## config.mk

```make
export PLATFORM = sky130hd
export DESIGN_NAME = line_scanner
export DESIGN_NICKNAME = d
export VERILOG_FILES = /design/src/rtl/line_scanner.v
export VERILOG_INCLUDE_DIRS = /design/src /design/src/pkg
export SDC_FILE = /design/constraint.sdc
export NUM_CORES = 1
export LEC_CHECK = 0
export ABC_AREA = 0
export BUFFER_PORTS_ARGS = -buffer_cell sky130_fd_sc_hd__buf_4
export CORE_MARGIN = 5
export CORE_UTILIZATION = 55
export CTS_BUF_LIST = sky130_fd_sc_hd__clkbuf_8
export DETAILED_ROUTE_END_ITERATION = 10
export GPL_TIMING_DRIVEN = 0
export MAX_ROUTING_LAYER = met4
export PLACE_DENSITY = 0.71
export SLEW_MARGIN = 20
export SYNTH_ARGS = -nofsm -noshare
export SYNTH_HDL_FRONTEND = slang
export SYNTH_SLANG_ARGS = --single-unit
```

## constraint.sdc

```tcl
create_clock -name REF_CLK -period 5.1 [get_ports REF_CLK]
set_input_delay 0.255 -clock REF_CLK [delete_from_list [all_inputs] [get_ports REF_CLK]]
set_output_delay 0.255 -clock REF_CLK [all_outputs]
set_load 0.005 [all_outputs]
```

## src/pkg/scan_consts.vh

```
// constants for the per-line bit service scanner
`ifndef SCAN_CONSTS_VH
`define SCAN_CONSTS_VH
// register word offsets (address bits 7:2)
`define OFS_LINE_SEL 6'h00
`define OFS_CTRL 6'h01
`define OFS_CHAR 6'h02
`define OFS_FLAGS 6'h03
`define OFS_SHIFT 6'h04
`define OFS_FETCH 6'h05
`define OFS_TEST 6'h06
// control register field positions
`define CTRL_STATE_LSB 0
`define CTRL_NRZI_BIT 4
`define CTRL_DIAG_BIT 5
`define CTRL_BITMODE_BIT 6
// line status flag positions
`define FLG_ERR 0
`define FLG_LOCK 1
`define FLG_OVR 2
`define FLG_SPARE 3
// line control word positions (fetch word)
`define LCW_CHAR_LSB 0
`define LCW_FLG_LSB 8
`define LCW_DSR 12
`define LCW_CTS 13
`define LCW_CD 14
`define LCW_LINE_LSB 16
// line state codes
`define ST_RX 4'h7
`define ST_TX_INIT 4'h8
`define ST_TX 4'h9
`define ST_TX_TURN 4'hC
// shift field positions
`define SF_TAG_POS 2
`define SF_DONE_POS 9
`define SF_LOAD_TAG 10'h004
// bit-oriented patterns
`define PAT_FLAG 8'h7E
`define PAT_ABORT 8'h7F
`define ONES_LIMIT 3'h5
// reset values
`define RST_SHIFT 10'h000
`define RST_CHAR 8'h00
`define RST_STATE 4'h0
`define RST_FLAGS 4'h0
`endif

```

## src/rtl/line_scanner.v

```verilog
// per-line bit service scanner with avalon-mm register access
`timescale 1ns/1ps
`default_nettype none
`include "scan_consts.vh"

module line_scanner #(
	parameter LINES = 16,
	parameter AW = 4
) (
	input wire REF_CLK,
	input wire SRST,
	input wire [7:0] AVS_ADDRESS,
	input wire AVS_READ,
	input wire AVS_WRITE,
	input wire [31:0] AVS_WRITEDATA,
	input wire [3:0] AVS_BYTEENABLE,
	output wire [31:0] AVS_READDATA,
	output wire AVS_WAITREQUEST,
	input wire BIT_SVC,
	input wire [AW-1:0] LINE_ADDR,
	input wire RX_DATA,
	input wire CTS_IN,
	input wire CD_IN,
	output wire SEND_DATA,
	output wire [AW-1:0] SEND_LINE,
	output wire SEND_STB,
	output wire DSR_SIM,
	output wire CTS_SIM,
	output wire L2_REQ
);

	// ------------------------------------------------------------
	// functions
	// ------------------------------------------------------------
	// merge write data into old value under byte enables
	function [31:0] merge;
		input [31:0] old;
		input [31:0] wd;
		input [3:0] be;
		integer k;
		begin
			merge = old;
			for (k = 0; k < 4; k = k + 1) begin
				if (be[k]) begin
					merge[k*8 +: 8] = wd[k*8 +: 8];
				end
			end
		end
	endfunction

	// nrzi transform: zero toggles, one keeps level
	function nrzi_map;
		input bit_in;
		input last;
		begin
			nrzi_map = bit_in ? last : ~last;
		end
	endfunction

	localparam SW = AW + 4; // synchroniser vector width

	// ------------------------------------------------------------
	// per-line storage
	// ------------------------------------------------------------
	reg [9:0] sf_mem [0:LINES-1]; // serial_shift_field
	reg [7:0] pc_mem [0:LINES-1]; // parallel_char_field
	reg [3:0] st_mem [0:LINES-1]; // line_state_code
	reg [3:0] fl_mem [0:LINES-1]; // line_status_flags
	reg [2:0] cf_mem [0:LINES-1]; // bitmode, diag, nrzi
	reg [2:0] on_mem [0:LINES-1]; // ones counter
	reg [7:0] hi_mem [0:LINES-1]; // received bit history
	reg [LINES-1:0] last_ff; // last line state
	reg [LINES-1:0] pend_ff; // second_level_interrupt pending

	// ------------------------------------------------------------
	// pin synchronisers
	// ------------------------------------------------------------
	reg [SW-1:0] s1_ff, s2_ff, s3_ff; // three stage chain
	reg [SW-1:0] filt_ff; // agreed value
	reg svc_prev_ff; // strobe edge memory
	wire [SW-1:0] pins = {BIT_SVC, CD_IN, CTS_IN, RX_DATA, LINE_ADDR};

	// change counts once stages two and three agree
	always @(posedge REF_CLK) begin
		if (SRST) begin
			s1_ff <= {SW{1'b0}};
			s2_ff <= {SW{1'b0}};
			s3_ff <= {SW{1'b0}};
			filt_ff <= {SW{1'b0}};
			svc_prev_ff <= 1'b0;
		end else begin
			s1_ff <= pins;
			s2_ff <= s1_ff;
			s3_ff <= s2_ff;
			if (s2_ff == s3_ff) begin
				filt_ff <= s3_ff;
			end
			svc_prev_ff <= filt_ff[SW-1];
		end
	end

	wire svc = filt_ff[SW-1] & ~svc_prev_ff; // one service per strobe rise
	wire cd_pin = filt_ff[SW-2];
	wire cts_pin = filt_ff[SW-3];
	wire rx_pin = filt_ff[SW-4];
	wire [AW-1:0] la = filt_ff[AW-1:0];

	// ------------------------------------------------------------
	// bit service datapath for addressed line
	// ------------------------------------------------------------
	reg test_ff; // test data latch
	wire [9:0] sf = sf_mem[la];
	wire [7:0] pc = pc_mem[la];
	wire [3:0] st = st_mem[la];
	wire [3:0] fl = fl_mem[la];
	wire nrzi = cf_mem[la][0];
	wire diag = cf_mem[la][1];
	wire bmode = cf_mem[la][2];
	wire [2:0] ones = on_mem[la];
	wire last = last_ff[la];
	wire raw_rx = diag ? test_ff : rx_pin;
	wire rx_bit = nrzi ? (raw_rx ? ~last : last) : raw_rx;
	wire tag_on = sf[`SF_DONE_POS];
	wire cts_eff = diag ? ~((st == `ST_TX_TURN) & tag_on) : cts_pin;
	wire [7:0] hist = {hi_mem[la][6:0], rx_bit};

	reg [9:0] n_sf; // nxt shift field
	reg [7:0] n_pc;
	reg [3:0] n_st;
	reg [3:0] n_fl;
	reg [2:0] n_on;
	reg n_last;
	reg n_pend;
	reg tx_bit;
	reg tx_act;

	// next per-line state on a bit service
	always @* begin
		n_sf = sf;
		n_pc = pc;
		n_st = st;
		n_fl = fl;
		n_on = ones;
		n_last = last;
		n_pend = 1'b0;
		tx_bit = 1'b1;
		tx_act = 1'b0;
		if (st == `ST_RX) begin
			n_last = raw_rx;
			if (bmode && hist == `PAT_ABORT) begin
				// abort pattern
				n_fl[`FLG_ERR] = 1'b1;
				n_fl[`FLG_LOCK] = 1'b0;
				n_sf = `RST_SHIFT;
				n_on = 3'h0;
			end else if (bmode && hist == `PAT_FLAG) begin
				// flag restarts character framing
				n_sf = `SF_LOAD_TAG;
				n_on = 3'h0;
			end else if (bmode && ones == `ONES_LIMIT && !rx_bit) begin
				n_on = 3'h0; // stuffed zero dropped
			end else if (!bmode && sf == `RST_SHIFT) begin
				// hunting start bit, no shifting
				if (!rx_bit) begin
					n_sf = `SF_LOAD_TAG;
				end
			end else if (tag_on) begin
				// character complete
				if (!bmode && !rx_bit) begin
					n_fl[`FLG_ERR] = 1'b1;
				end
				if (fl[`FLG_LOCK]) begin
					n_fl[`FLG_OVR] = 1'b1;
					n_fl[`FLG_LOCK] = 1'b0;
				end else if (!fl[`FLG_ERR] && !fl[`FLG_OVR]) begin
					n_fl[`FLG_LOCK] = 1'b1;
				end
				n_pc = {sf[6:0], 1'b0};
				n_sf = bmode ? `SF_LOAD_TAG : `RST_SHIFT;
				n_pend = 1'b1;
			end else begin
				n_sf = {sf[8:0], rx_bit};
				n_on = rx_bit ? ones + 3'h1 : 3'h0;
			end
		end else if (st == `ST_TX_INIT) begin
			// mark held until clear to send
			tx_act = 1'b1;
			tx_bit = 1'b1;
			n_last = 1'b1;
			if (cts_eff) begin
				n_st = `ST_TX;
			end
		end else if (st == `ST_TX || st == `ST_TX_TURN) begin
			tx_act = 1'b1;
			if (bmode && ones == `ONES_LIMIT) begin
				tx_bit = 1'b0; // inserted zero
				n_on = 3'h0;
			end else if (sf[8:0] == 9'h000 && tag_on) begin
				// reload from char field
				tx_bit = pc[7];
				n_sf = {pc[6:0], 3'b100};
				if (fl[`FLG_LOCK]) begin
					n_fl[`FLG_OVR] = 1'b1;
					n_fl[`FLG_LOCK] = 1'b0;
				end else begin
					n_fl[`FLG_LOCK] = 1'b1;
				end
				n_pend = 1'b1;
				n_on = pc[7] ? ones + 3'h1 : 3'h0;
			end else begin
				tx_bit = sf[9];
				n_sf = {sf[8:0], 1'b0};
				n_on = sf[9] ? ones + 3'h1 : 3'h0;
			end
			if (tx_bit != 1'b1 || st != `ST_TX_INIT) begin
				n_last = nrzi ? nrzi_map(tx_bit, last) : tx_bit;
			end
		end
	end

	// ------------------------------------------------------------
	// avalon-mm slave
	// ------------------------------------------------------------
	reg ack_ff; // answer cycle marker
	reg [31:0] rd_ff; // read data
	reg [AW-1:0] sel_ff; // selected line for register window
	reg [31:0] fetch_ff; // input register
	wire req = AVS_READ | AVS_WRITE;
	wire take = req & ~ack_ff & ~svc; // service has priority on storage
	wire [5:0] widx = AVS_ADDRESS[7:2];
	assign AVS_WAITREQUEST = req & ~ack_ff;
	assign AVS_READDATA = rd_ff;

	// lowest pending line
	reg [AW-1:0] pnd_line;
	integer j;
	always @* begin
		pnd_line = {AW{1'b0}};
		for (j = LINES - 1; j >= 0; j = j - 1) begin
			if (pend_ff[j]) begin
				pnd_line = j[AW-1:0];
			end
		end
	end

	// line control word of a line
	wire [31:0] lcw = {{(16-AW){1'b0}}, pnd_line, 1'b0, cf_mem[pnd_line][1] | 1'b0,
		cf_mem[pnd_line][1], cf_mem[pnd_line][1], fl_mem[pnd_line], pc_mem[pnd_line]};

	// register read mux
	reg [31:0] rmux;
	always @* begin
		case (widx)
			`OFS_LINE_SEL: rmux = {{(32-AW){1'b0}}, sel_ff};
			`OFS_CTRL: rmux = {25'h0, cf_mem[sel_ff], st_mem[sel_ff]};
			`OFS_CHAR: rmux = {24'h0, pc_mem[sel_ff]};
			`OFS_FLAGS: rmux = {28'h0, fl_mem[sel_ff]};
			`OFS_SHIFT: rmux = {22'h0, sf_mem[sel_ff]};
			`OFS_FETCH: rmux = fetch_ff;
			`OFS_TEST: rmux = {31'h0, test_ff};
			default: rmux = 32'h0000_0000;
		endcase
	end

	wire [31:0] wm = merge(rmux, AVS_WRITEDATA, AVS_BYTEENABLE);
	wire do_wr = take & AVS_WRITE;
	wire do_fetch = take & AVS_READ & (widx == `OFS_FETCH) & (|pend_ff);

	// ------------------------------------------------------------
	// storage update, outputs
	// ------------------------------------------------------------
	reg send_ff, stb_ff, dsr_ff, cts_ff; // line side outputs
	reg [AW-1:0] sline_ff;
	integer i;
	always @(posedge REF_CLK) begin
		if (SRST) begin
			for (i = 0; i < LINES; i = i + 1) begin
				sf_mem[i] <= `RST_SHIFT;
				pc_mem[i] <= `RST_CHAR;
				st_mem[i] <= `RST_STATE;
				fl_mem[i] <= `RST_FLAGS;
				cf_mem[i] <= 3'h0;
				on_mem[i] <= 3'h0;
				hi_mem[i] <= 8'h00;
			end
			last_ff <= {LINES{1'b1}};
			pend_ff <= {LINES{1'b0}};
			ack_ff <= 1'b0;
			rd_ff <= 32'h0000_0000;
			sel_ff <= {AW{1'b0}};
			fetch_ff <= 32'h0000_0000;
			test_ff <= 1'b1;
			send_ff <= 1'b1;
			stb_ff <= 1'b0;
			dsr_ff <= 1'b0;
			cts_ff <= 1'b0;
			sline_ff <= {AW{1'b0}};
		end else begin
			ack_ff <= take;
			stb_ff <= svc & tx_act;
			if (take) begin
				rd_ff <= rmux;
			end
			if (do_fetch) begin
				// interrupt taken: gate control word in
				fetch_ff <= lcw;
				rd_ff <= lcw;
				pend_ff[pnd_line] <= 1'b0;
			end
			if (do_wr) begin
				case (widx)
					`OFS_LINE_SEL: sel_ff <= wm[AW-1:0];
					`OFS_CTRL: begin
						st_mem[sel_ff] <= wm[3:0];
						cf_mem[sel_ff] <= wm[6:4];
					end
					`OFS_CHAR: pc_mem[sel_ff] <= wm[7:0];
					`OFS_FLAGS: fl_mem[sel_ff] <= fl_mem[sel_ff] & ~wm[3:0];
					`OFS_SHIFT: sf_mem[sel_ff] <= wm[9:0];
					default: sel_ff <= sel_ff;
				endcase
			end
			if (svc) begin
				// write back per-line fields
				sf_mem[la] <= n_sf;
				pc_mem[la] <= n_pc;
				st_mem[la] <= n_st;
				fl_mem[la] <= n_fl;
				on_mem[la] <= n_on;
				hi_mem[la] <= (st == `ST_RX) ? hist : hi_mem[la];
				last_ff[la] <= n_last;
				if (n_pend) begin
					pend_ff[la] <= 1'b1;
				end
				if (tx_act) begin
					send_ff <= n_last;
					sline_ff <= la;
					if (diag) begin
						test_ff <= tx_bit;
					end
				end
				dsr_ff <= diag;
				cts_ff <= cts_eff;
			end
		end
	end

	assign SEND_DATA = send_ff;
	assign SEND_LINE = sline_ff;
	assign SEND_STB = stb_ff;
	assign DSR_SIM = dsr_ff;
	assign CTS_SIM = cts_ff;
	assign L2_REQ = |pend_ff;
	wire unused_cd = cd_pin; // carrier pin unused; carrier bit of the control word follows diag

endmodule
`default_nettype wire

```

==> summary.md, run 1 <==
| Metric | Value |
|---|---|
| Status | `complete, but fails checks` |
| Failing checks | `setup timing` |
| Synth unique cells | `98` |
| CTS tree | `done` |
| Max-cap violations | `0` |
| Clk slew on worst S/H paths | `70 ps` |
| Starting Density | `55.35%` |
| Total Wirelength | `158700 um` |
| Crit Path Category | `flip-flop to flip-flop` |
| Post-route setup slack | `-25.66 ps` |
| Reg2reg setup slack | `-30 ps` |
| Final RePlAce weighted congestion | `1.105` |
| Post-route ant nets | `0` |
| Main area contributors after synthesis | `edfxtp_1 (47%), mux4_2 (16%), nor2_1 (6.9%)` |
| Post-synth top area cell | `edfxtp_1` |
| Min cycle time layout | `5126 ps` |
| Synthesis-to-finish area growth | `11.95%` |
| Leakage power | `15.58 nW` |
| Global-route wire length before repair | `219300 um` |
| RSZ-0062 raised after global routing | `no` |
| H-tree depth | `3` |
| Rows | `98` |
| Die area | `0.07728 mm^2` |
| Max clock buf depth | `3` |
| Clock Tree Root | `clkbuf_8` |
| VDD IR max | `0.2469 mV` |
| Worst Hold Path EP | `sf_mem[14][8]$_SDFFCE_PN0P_` |
| Worst Skew | `60.19 ps` |
| Post-layout net count | `3392` |
| CORE AREA | `0.07136 mm^2` |
| # clock sinks | `744` |
| Tot GR Track Use | `41.21%` |
| Final Hold Fails | `0` |
| Areal power density over the cells | `297.8 mW/mm^2` |
| Hpwl dp | `116300 um` |
| Fraction of the yosys area taken by sequential cells | `53.52%` |
| Asr flop ratio synth | `0%` |
| Synth warnings | `0` |
| Synth Flop Type | `edfxtp_1` |
| Pre-antenna DRT Iters | `8` |
| Syn_area_per_cell | `12.65 um^2` |
| Clock latency on the worst-skew pair | `790 ps` |
| R2R Path End | `sf_mem[8][2]$_SDFFCE_PN0P_` |
| Tot Pwr | `13.17 mW` |
| Relative slew margins | `8.969%` |
| CP Max Fanout | `11` |
| CP Data Required Time | `5600 ps` |
| Fin crit share | `100.5%` |
| Sequential cell area | `0.02114 mm^2` |
| DRC Markers | `0` |
| Post-Syn Area | `0.03950 mm^2` |
| Vias per cell | `7.191` |
| Arrival time of the worst setup path | `5620 ps` |
| Vias | `31600` |
| Top Ports | `98` |
| Post-route cell area | `0.04422 mm^2` |
| Share of cells above drive strength 1 | `22.32%` |
| Die H | `278.0 um` |
| Post-synth EDFFs | `624` |
| Largest net degree at the start of global routing | `20` |
| Area share of the largest cell type after synthesis | `47.44%` |
| Hold Path Cell Cnt | `4` |
| Peak Freq | `195.1 MHz` |
| Initial antenna violation count | `3` |
| Cells after synthesis | `3123` |
| Placed instance area | `0.04122 mm^2` |
| Num CTS Buffers | `119` |
| DR iter-0 viols | `5770` |
| Hold crit path type | `input pin to flip-flop` |
| #FFs+latches synth | `744` |
| Die Span X | `278.0 um` |
| Multi-input gate area in the final layout | `0.01709 mm^2` |
| Crit path launch type | `flip-flop` |
| Worst-margin pin slew | `1365 ps` |
| Layout Utilization | `61.97%` |
| HP Start | `AVS_WRITEDATA[8]` |
| Critical path endpoint category | `flip-flop` |
| Worst R2R Path Depth | `16` |
| Port bufs | `56` |
| Final slew viol count | `0` |
| Vias in the first global route | `30030` |
| Fillers | `5577` |
| Total gr overflow | `0` |
| Fin Setup TNS | `-101.8 ps` |
| Drt wl/cell | `36.11 um` |
| Final setup vio count | `10` |
[per-layer routing]
metal	vias up	global-route usage (%)	part of all wire (%)
met2	3047	58.45	43
li1	12290	-	-
met1	15570	52.33	34
met3	704	12.81	15
met5	-	-	0
met4	0	25.07	8.0
[critical path, stage by stage (launching register included)]
cell	delay (ps)
dfxtp_1	300
buf_2	410
clkbuf_4	400
buf_4	350
buf_4	480
buf_4	380
mux4_2	380
mux2i_1	230
nor3_1	120
a221oi_1	300
nand3_1	150
mux2_2	390
or2_2	380
o21ai_2	80
buf_4	190
buf_4	210
nor2_1	60
[cells in the final DEF (no fill, tap or decap), types with 14 or more instances in the layout]
cell type  count
nand4_1       20
a21oi_1       53
o22a_1        22
dfxtp_1      119
mux2i_1       96
nand3_1       43
nor3_1        31
and2_1        16
o21ai_0       45
inv_1         54
a31oi_1       14
a32oi_1       17
mux2_2        31
clkinv_1      23
clkbuf_8     130
nor2b_1       44
edfxtp_1     624
buf_6         29
nor2_1       713
a22oi_1       17
buf_2         33
mux4_1        30
nand2_1      334
and3_1        15
buf_4        116
clkbuf_1     108
clkinv_2      21
mux4_2       284
[state kept, by name, summed over array words and instances, names as in the netlist, 4 cells and up, named ones only]
signal and flops:
AVS_READDATA 17, s3_ff 8, hi_mem 112, SEND_LINE 4
st_mem 64, fetch_ff 17, sf_mem 160, fl_mem 64
s2_ff 8, s1_ff 8, sel_ff 4, on_mem 48
pend_ff 16, cf_mem 48, last_ff 16, filt_ff 7
pc_mem 128
[through the flow]
stage | hold slack (ps) | setup WS, ps | instances
final | 60.55 | -25.66 | 4395
after global routing | 35.05 | 3.813 | 4390
after CTS | 4.137 | 4.877 | 4382
after detailed placement | 420.4 | -2257 | 4142
after global placement | 422.6 | -2223 | 4141
after floorplan | 383.2 | 153.9 | 3135
[timing repair]
item,in CTS,in global routing
buffers inserted,10,9
gates cloned,0,0
hold buffers,11,0
resized for setup,71,36
hold endpoints to repair,15,0
pin swaps,5,3
setup endpoints to repair,532,260
[logic make-up after synthesis]
logic type	after synthesis	share of synthesized area, %
buffers and inverters	279	3.905
flip-flops	744	53.52
AO/OA/AOI/OAI	343	6.680
AND/OR/NAND/NOR	1292	13.71
adder cells (fa/ha/maj)	2	0.06334
XOR/XNOR	12	0.2661
multiplexers	450	21.85
other	1	0.009493
[where the power goes]
group | switching [mW] | internal [mW] | leakage, nW
Combinational | 0.671 | 0.358 | 6.78
Clock | 2.56 | 2.69 | 1.38
Sequential | 0.132 | 6.76 | 7.42
Total | 3.36 | 9.80 | 15.6
[worst max path at each step]
stage	from	slack, ps	depth (start not counted)	end
5_1_grt	flip-flop	4	14	st_mem[7][3]$_SDFFCE_PN0P_
6_report	flip-flop	-30	16	sf_mem[8][2]$_SDFFCE_PN0P_
4_1_cts	flip-flop	5	18	sf_mem[0][4]$_SDFFCE_PN0P_
3_5_place_dp	flip-flop	-2260	18	sf_mem[4][1]$_SDFFCE_PN0P_
3_3_place_gp	flip-flop	-2220	18	sf_mem[8][1]$_SDFFCE_PN0P_
2_1_floorplan	flip-flop	150	18	sf_mem[8][1]$_SDFFCE_PN0P_
[area by class of cell]
class | instances | share of cell area (%)
multi-input cells | 2112 | 38.63
inverters | 18 | 0.1528
repair buffers | 87 | 1.539
clock buffers | 128 | 3.984
plain buffers | 252 | 3.746
clock inverters | 96 | 1.406
diodes | 8 | 0.04527
flip-flops and latches | 744 | 47.81
well taps | 950 | 2.688
[synth_stat cells (6+ instances only)]
cell      instances
inv_1            14
nor4_1            9
a221oi_1          7
nand3_1          43
mux4_2          284
o311ai_0          8
a211oi_1         11
nor2b_1          45
buf_1            11
nand2_1         335
o2111a_1          6
a21oi_2           7
a32oi_1          18
edfxtp_1        624
a21oi_1          54
nor3_1           32
nand4_1          20
and3_1           16
o22a_1           22
a22o_1            9
a211o_1          12
buf_2            52
o211ai_1          8
mux2i_1          99
o32ai_1           9
or3_1             6
a31oi_1          15
xnor2_1          10
o211a_1          13
buf_6            26
o21ai_2           6
and2_1           18
nand2b_1         12
mux4_1           30
nor2_1          722
clkbuf_1        128
mux2_2           31
o21ai_0          47
dfxtp_1         120
buf_4            36
nor3b_1           8
a22oi_1          17
o22ai_1          10
No activity file was read; power rests on OpenSTA's default activity.
==> run 2, diff against run 1 <==
--- a/config.mk
+++ b/config.mk
@@ -9,12 +9,11 @@
 export ABC_AREA = 0
 export BUFFER_PORTS_ARGS = -buffer_cell sky130_fd_sc_hd__buf_4
 export CORE_MARGIN = 5
-export CORE_UTILIZATION = 55
+export CORE_UTILIZATION = 25
 export CTS_BUF_LIST = sky130_fd_sc_hd__clkbuf_8
 export DETAILED_ROUTE_END_ITERATION = 10
-export GPL_TIMING_DRIVEN = 0
 export MAX_ROUTING_LAYER = met4
-export PLACE_DENSITY = 0.71
+export PLACE_DENSITY = 0.37
 export SLEW_MARGIN = 20
 export SYNTH_ARGS = -nofsm -noshare
 export SYNTH_HDL_FRONTEND = slang
==> summary.md, run 2 (synthesis results as in run 1) <==
| Metric | Value |
|---|---|
| Status | `completed (was complete, but fails checks)` |
| Max FFs per register | `160 (unchanged)` |
| Clock latency on the worst-skew pair | `890 ps (was 790 ps)` |
| Share of cells above drive strength 1 | `23.61% (was 22.32%)` |
| Crit-path cells | `buf_12, buf_4, inv_2, buf_4, nand2_1, a21oi_1, a32oi_1, buf_4, nand2b_1, a32oi_1, o32ai_1, a21oi_2, nor2_1 (was buf_2, clkbuf_4, buf_4, buf_4, buf_4, mux4_2, mux2i_1, nor3_1, a221oi_1, nand3_1, mux2_2, or2_2, o21ai_2, buf_4, buf_4, nor2_1)` |
| Peak Freq | `206.6 MHz (was 195.1 MHz)` |
| Areal power density over the cells | `303.1 mW/mm^2 (was 297.8 mW/mm^2)` |
| # clock sinks | `744 (unchanged)` |
| Leakage power | `15.72 nW (was 15.58 nW)` |
| Vias per cell | `5.147 (was 7.191)` |
| Die H | `407.5 um (was 278.0 um)` |
| Synthesis-to-finish area growth | `15.39% (was 11.95%)` |
| Vias in the first global route | `28150 (was 30030)` |
| Pre-antenna DRT Iters | `6 (was 8)` |
| Post-layout net count | `3323 (was 3392)` |
| Total gr overflow | `0 (unchanged)` |
| Crit path launch type | `flip-flop (unchanged)` |
| Fin Setup TNS | `0 ps (was -101.8 ps)` |
| Largest net degree at the start of global routing | `59 (was 20)` |
| Commonest non-fill, non-tap cell in the layout | `nor2_1 (unchanged)` |
| Final Hold Fails | `0 (unchanged)` |
| Final RePlAce weighted congestion | `0.8849 (was 1.105)` |
| WP buf/inv | `5 (was 7)` |
| Arrival time of the worst setup path | `5420 ps (was 5620 ps)` |
| Hold Path Cell Cnt | `5 (was 4)` |
| Worst-margin pin slew | `1215 ps (was 1365 ps)` |
| Top Ports | `98 (unchanged)` |
| Net Sw Power | `3.710 mW (was 3.364 mW)` |
| Placed cells | `5155 (was 4142)` |
| Pint | `10.11 mW (was 9.804 mW)` |
| Relative slew margins | `18.67% (was 8.969%)` |
| Tot GR Track Use | `19.18% (was 41.21%)` |
| Non-filler instance count after layout | `5449 (was 4395)` |
| Max incr delay on CP | `820 ps (was 480 ps)` |
| Commonest non-fill, non-tap cells in the layout | `nor2_1 (718), edfxtp_1 (624), nand2_1 (335), mux4_2 (284), buf_4 (210) (was nor2_1 (713), edfxtp_1 (624), nand2_1 (334), mux4_2 (284), clkbuf_8 (130))` |
| RSZ-0062 raised after global routing | `no (unchanged)` |
| Critical path endpoint category | `flip-flop (unchanged)` |
| Most used cell, CP | `buf_4 (unchanged)` |
| Clk pwr share | `42.9% (was 39.8%)` |
| Starting Density | `25.20% (was 55.35%)` |
| Hold crit path type | `input pin to flip-flop (unchanged)` |
| Kind of cell adding the most delay to the critical path | `compound AO/OA/AOI/OAI gates (was buffers and inverters)` |
| Worst Skew | `43.90 ps (was 60.19 ps)` |
| Total Wirelength | `158400 um (was 158700 um)` |
| CP Max Fanout | `41 (was 11)` |
| Min cycle time layout | `4840 ps (was 5126 ps)` |
| VDD IR max | `0.2200 mV (was 0.2469 mV)` |
| HP Start | `AVS_READ (was AVS_WRITEDATA[8])` |
| CP Data Required Time | `5680 ps (was 5600 ps)` |
| Crit Path Category | `flip-flop to flip-flop (unchanged)` |
| Initial antenna violation count | `9 (was 3)` |
| Rows | `145 (was 98)` |
| CTS tree | `done (unchanged)` |
| Final slew viol count | `0 (unchanged)` |
| CORE AREA | `0.1568 mm^2 (was 0.07136 mm^2)` |
| Largest regs | `sf_mem (160), pc_mem (128), hi_mem (112) (unchanged)` |
| Reg2reg setup slack | `260 ps (was -30 ps)` |
| Sw Ratio | `26.85% (was 25.55%)` |
| Global-route wire length before repair | `222700 um (was 219300 um)` |
| Port bufs | `58 (was 56)` |
| Num CTS Buffers | `147 (was 119)` |
| Clk slew on worst S/H paths | `60 ps (was 70 ps)` |
| Max clock buf depth | `3 (unchanged)` |
| Worst R2R Path Depth | `13 (was 16)` |
| Final setup vio count | `0 (was 10)` |
| Post-CTS Resized | `0 (was 71)` |
| Vias | `28050 (was 31600)` |
| Drt wl/cell | `29.07 um (was 36.11 um)` |
| DRC Markers | `0 (unchanged)` |
| Reg power frac | `49.9% (was 52.3%)` |
| DR iter-0 viols | `2593 (was 5770)` |
| Register bank with the most flops | `sf_mem (unchanged)` |
| Layout Utilization | `29.08% (was 61.97%)` |
| Hpwl dp | `112500 um (was 116300 um)` |
| Fin crit share | `94.90% (was 100.5%)` |
| Clock Tree Root | `clkbuf_8 (unchanged)` |
| Post-route ant nets | `0 (unchanged)` |
| H-tree depth | `4 (was 3)` |
| Slowest-stage cell, CP | `a21oi_2 (was buf_4)` |
| Die Span X | `407.5 um (was 278.0 um)` |
| Die area | `0.1661 mm^2 (was 0.07728 mm^2)` |
| CP Depth | `13 (was 16)` |
| Max-cap violations | `0 (unchanged)` |
| Comb pwr share | `7.2% (was 7.8%)` |
run 2: changes by cell type in the layout (fill, tap and decap cells not counted), sizes merged, moves of 5 or more:
cell	change
clkbuf	-102
buf	+27
inv	+13
clkinv	+8
dlygate4sd3	+8
bufinv	-5
diode	-5
run 2: worst paths after layout:
kind,end
worst max-delay path,sf_mem[7][3]$_SDFFCE_PN0P_
worst min-delay path,pend_ff[2]$_SDFF_PP0_
worst max register to register,sf_mem[7][3]$_SDFFCE_PN0P_
worst min register to register,s2_ff[6]$_SDFF_PP0_
run 2: repair_timing:
action	in CTS	in global routing
buffers inserted	0	0
hold endpoints to repair	78	0
hold buffers	19	0
endpoints found under the setup margin	0	0
run 2: routing by layer:
layer | vias to the layer above | track usage, % | wire [um]
met2 | 1052 | 29.94 | 74040
met4 | 0 | 5.484 | 4168
met3 | 219 | 3.119 | 9027
met1 | 14620 | 25.91 | 71140
met5 | - | - | 0
li1 | 12160 | - | -
run 2: per-stage QoR:
stage                     power (mW)  setup slack (ps)  hold WS (ps)  instance area, um^2
final                          13.82             260.2         142.8                45580
after global placement         8.007             401.1         419.2                42560
after CTS                      14.01             335.0         26.20                45570
after floorplan                7.536             153.9         383.2                39550
after detailed placement       8.001             351.5         420.4                42570
after global routing           14.34             65.89         86.13                45580
run 2: area by class of cell:
class                   count  area (um^2)
diodes                      3        7.507
repair buffers            242         2018
well taps                2058         2575
fillers                 16190       111200
clock inverters           115        643.1
clock buffers             157         2161
multi-input cells        2112        16950
inverters                  18        70.07
flip-flops and latches    744        21160
run 2: power by group through the flow:
stage          Combinational, mW  Sequential (mW)  Clock (mW)
6_report                   0.990             6.90        5.93
5_1_grt                     1.04             6.91        6.39
4_1_cts                    0.995             6.90        6.12
3_5_place_dp               0.980             7.02           0
3_3_place_gp               0.985             7.02           0
2_1_floorplan              0.595             6.94           0
run 2: worst min-delay path, delay by kind of cell:
family                 cells  cell delay, ps
buffers and inverters      2             370
AO/OA/AOI/OAI              2             240
AND/OR/NAND/NOR            1             100
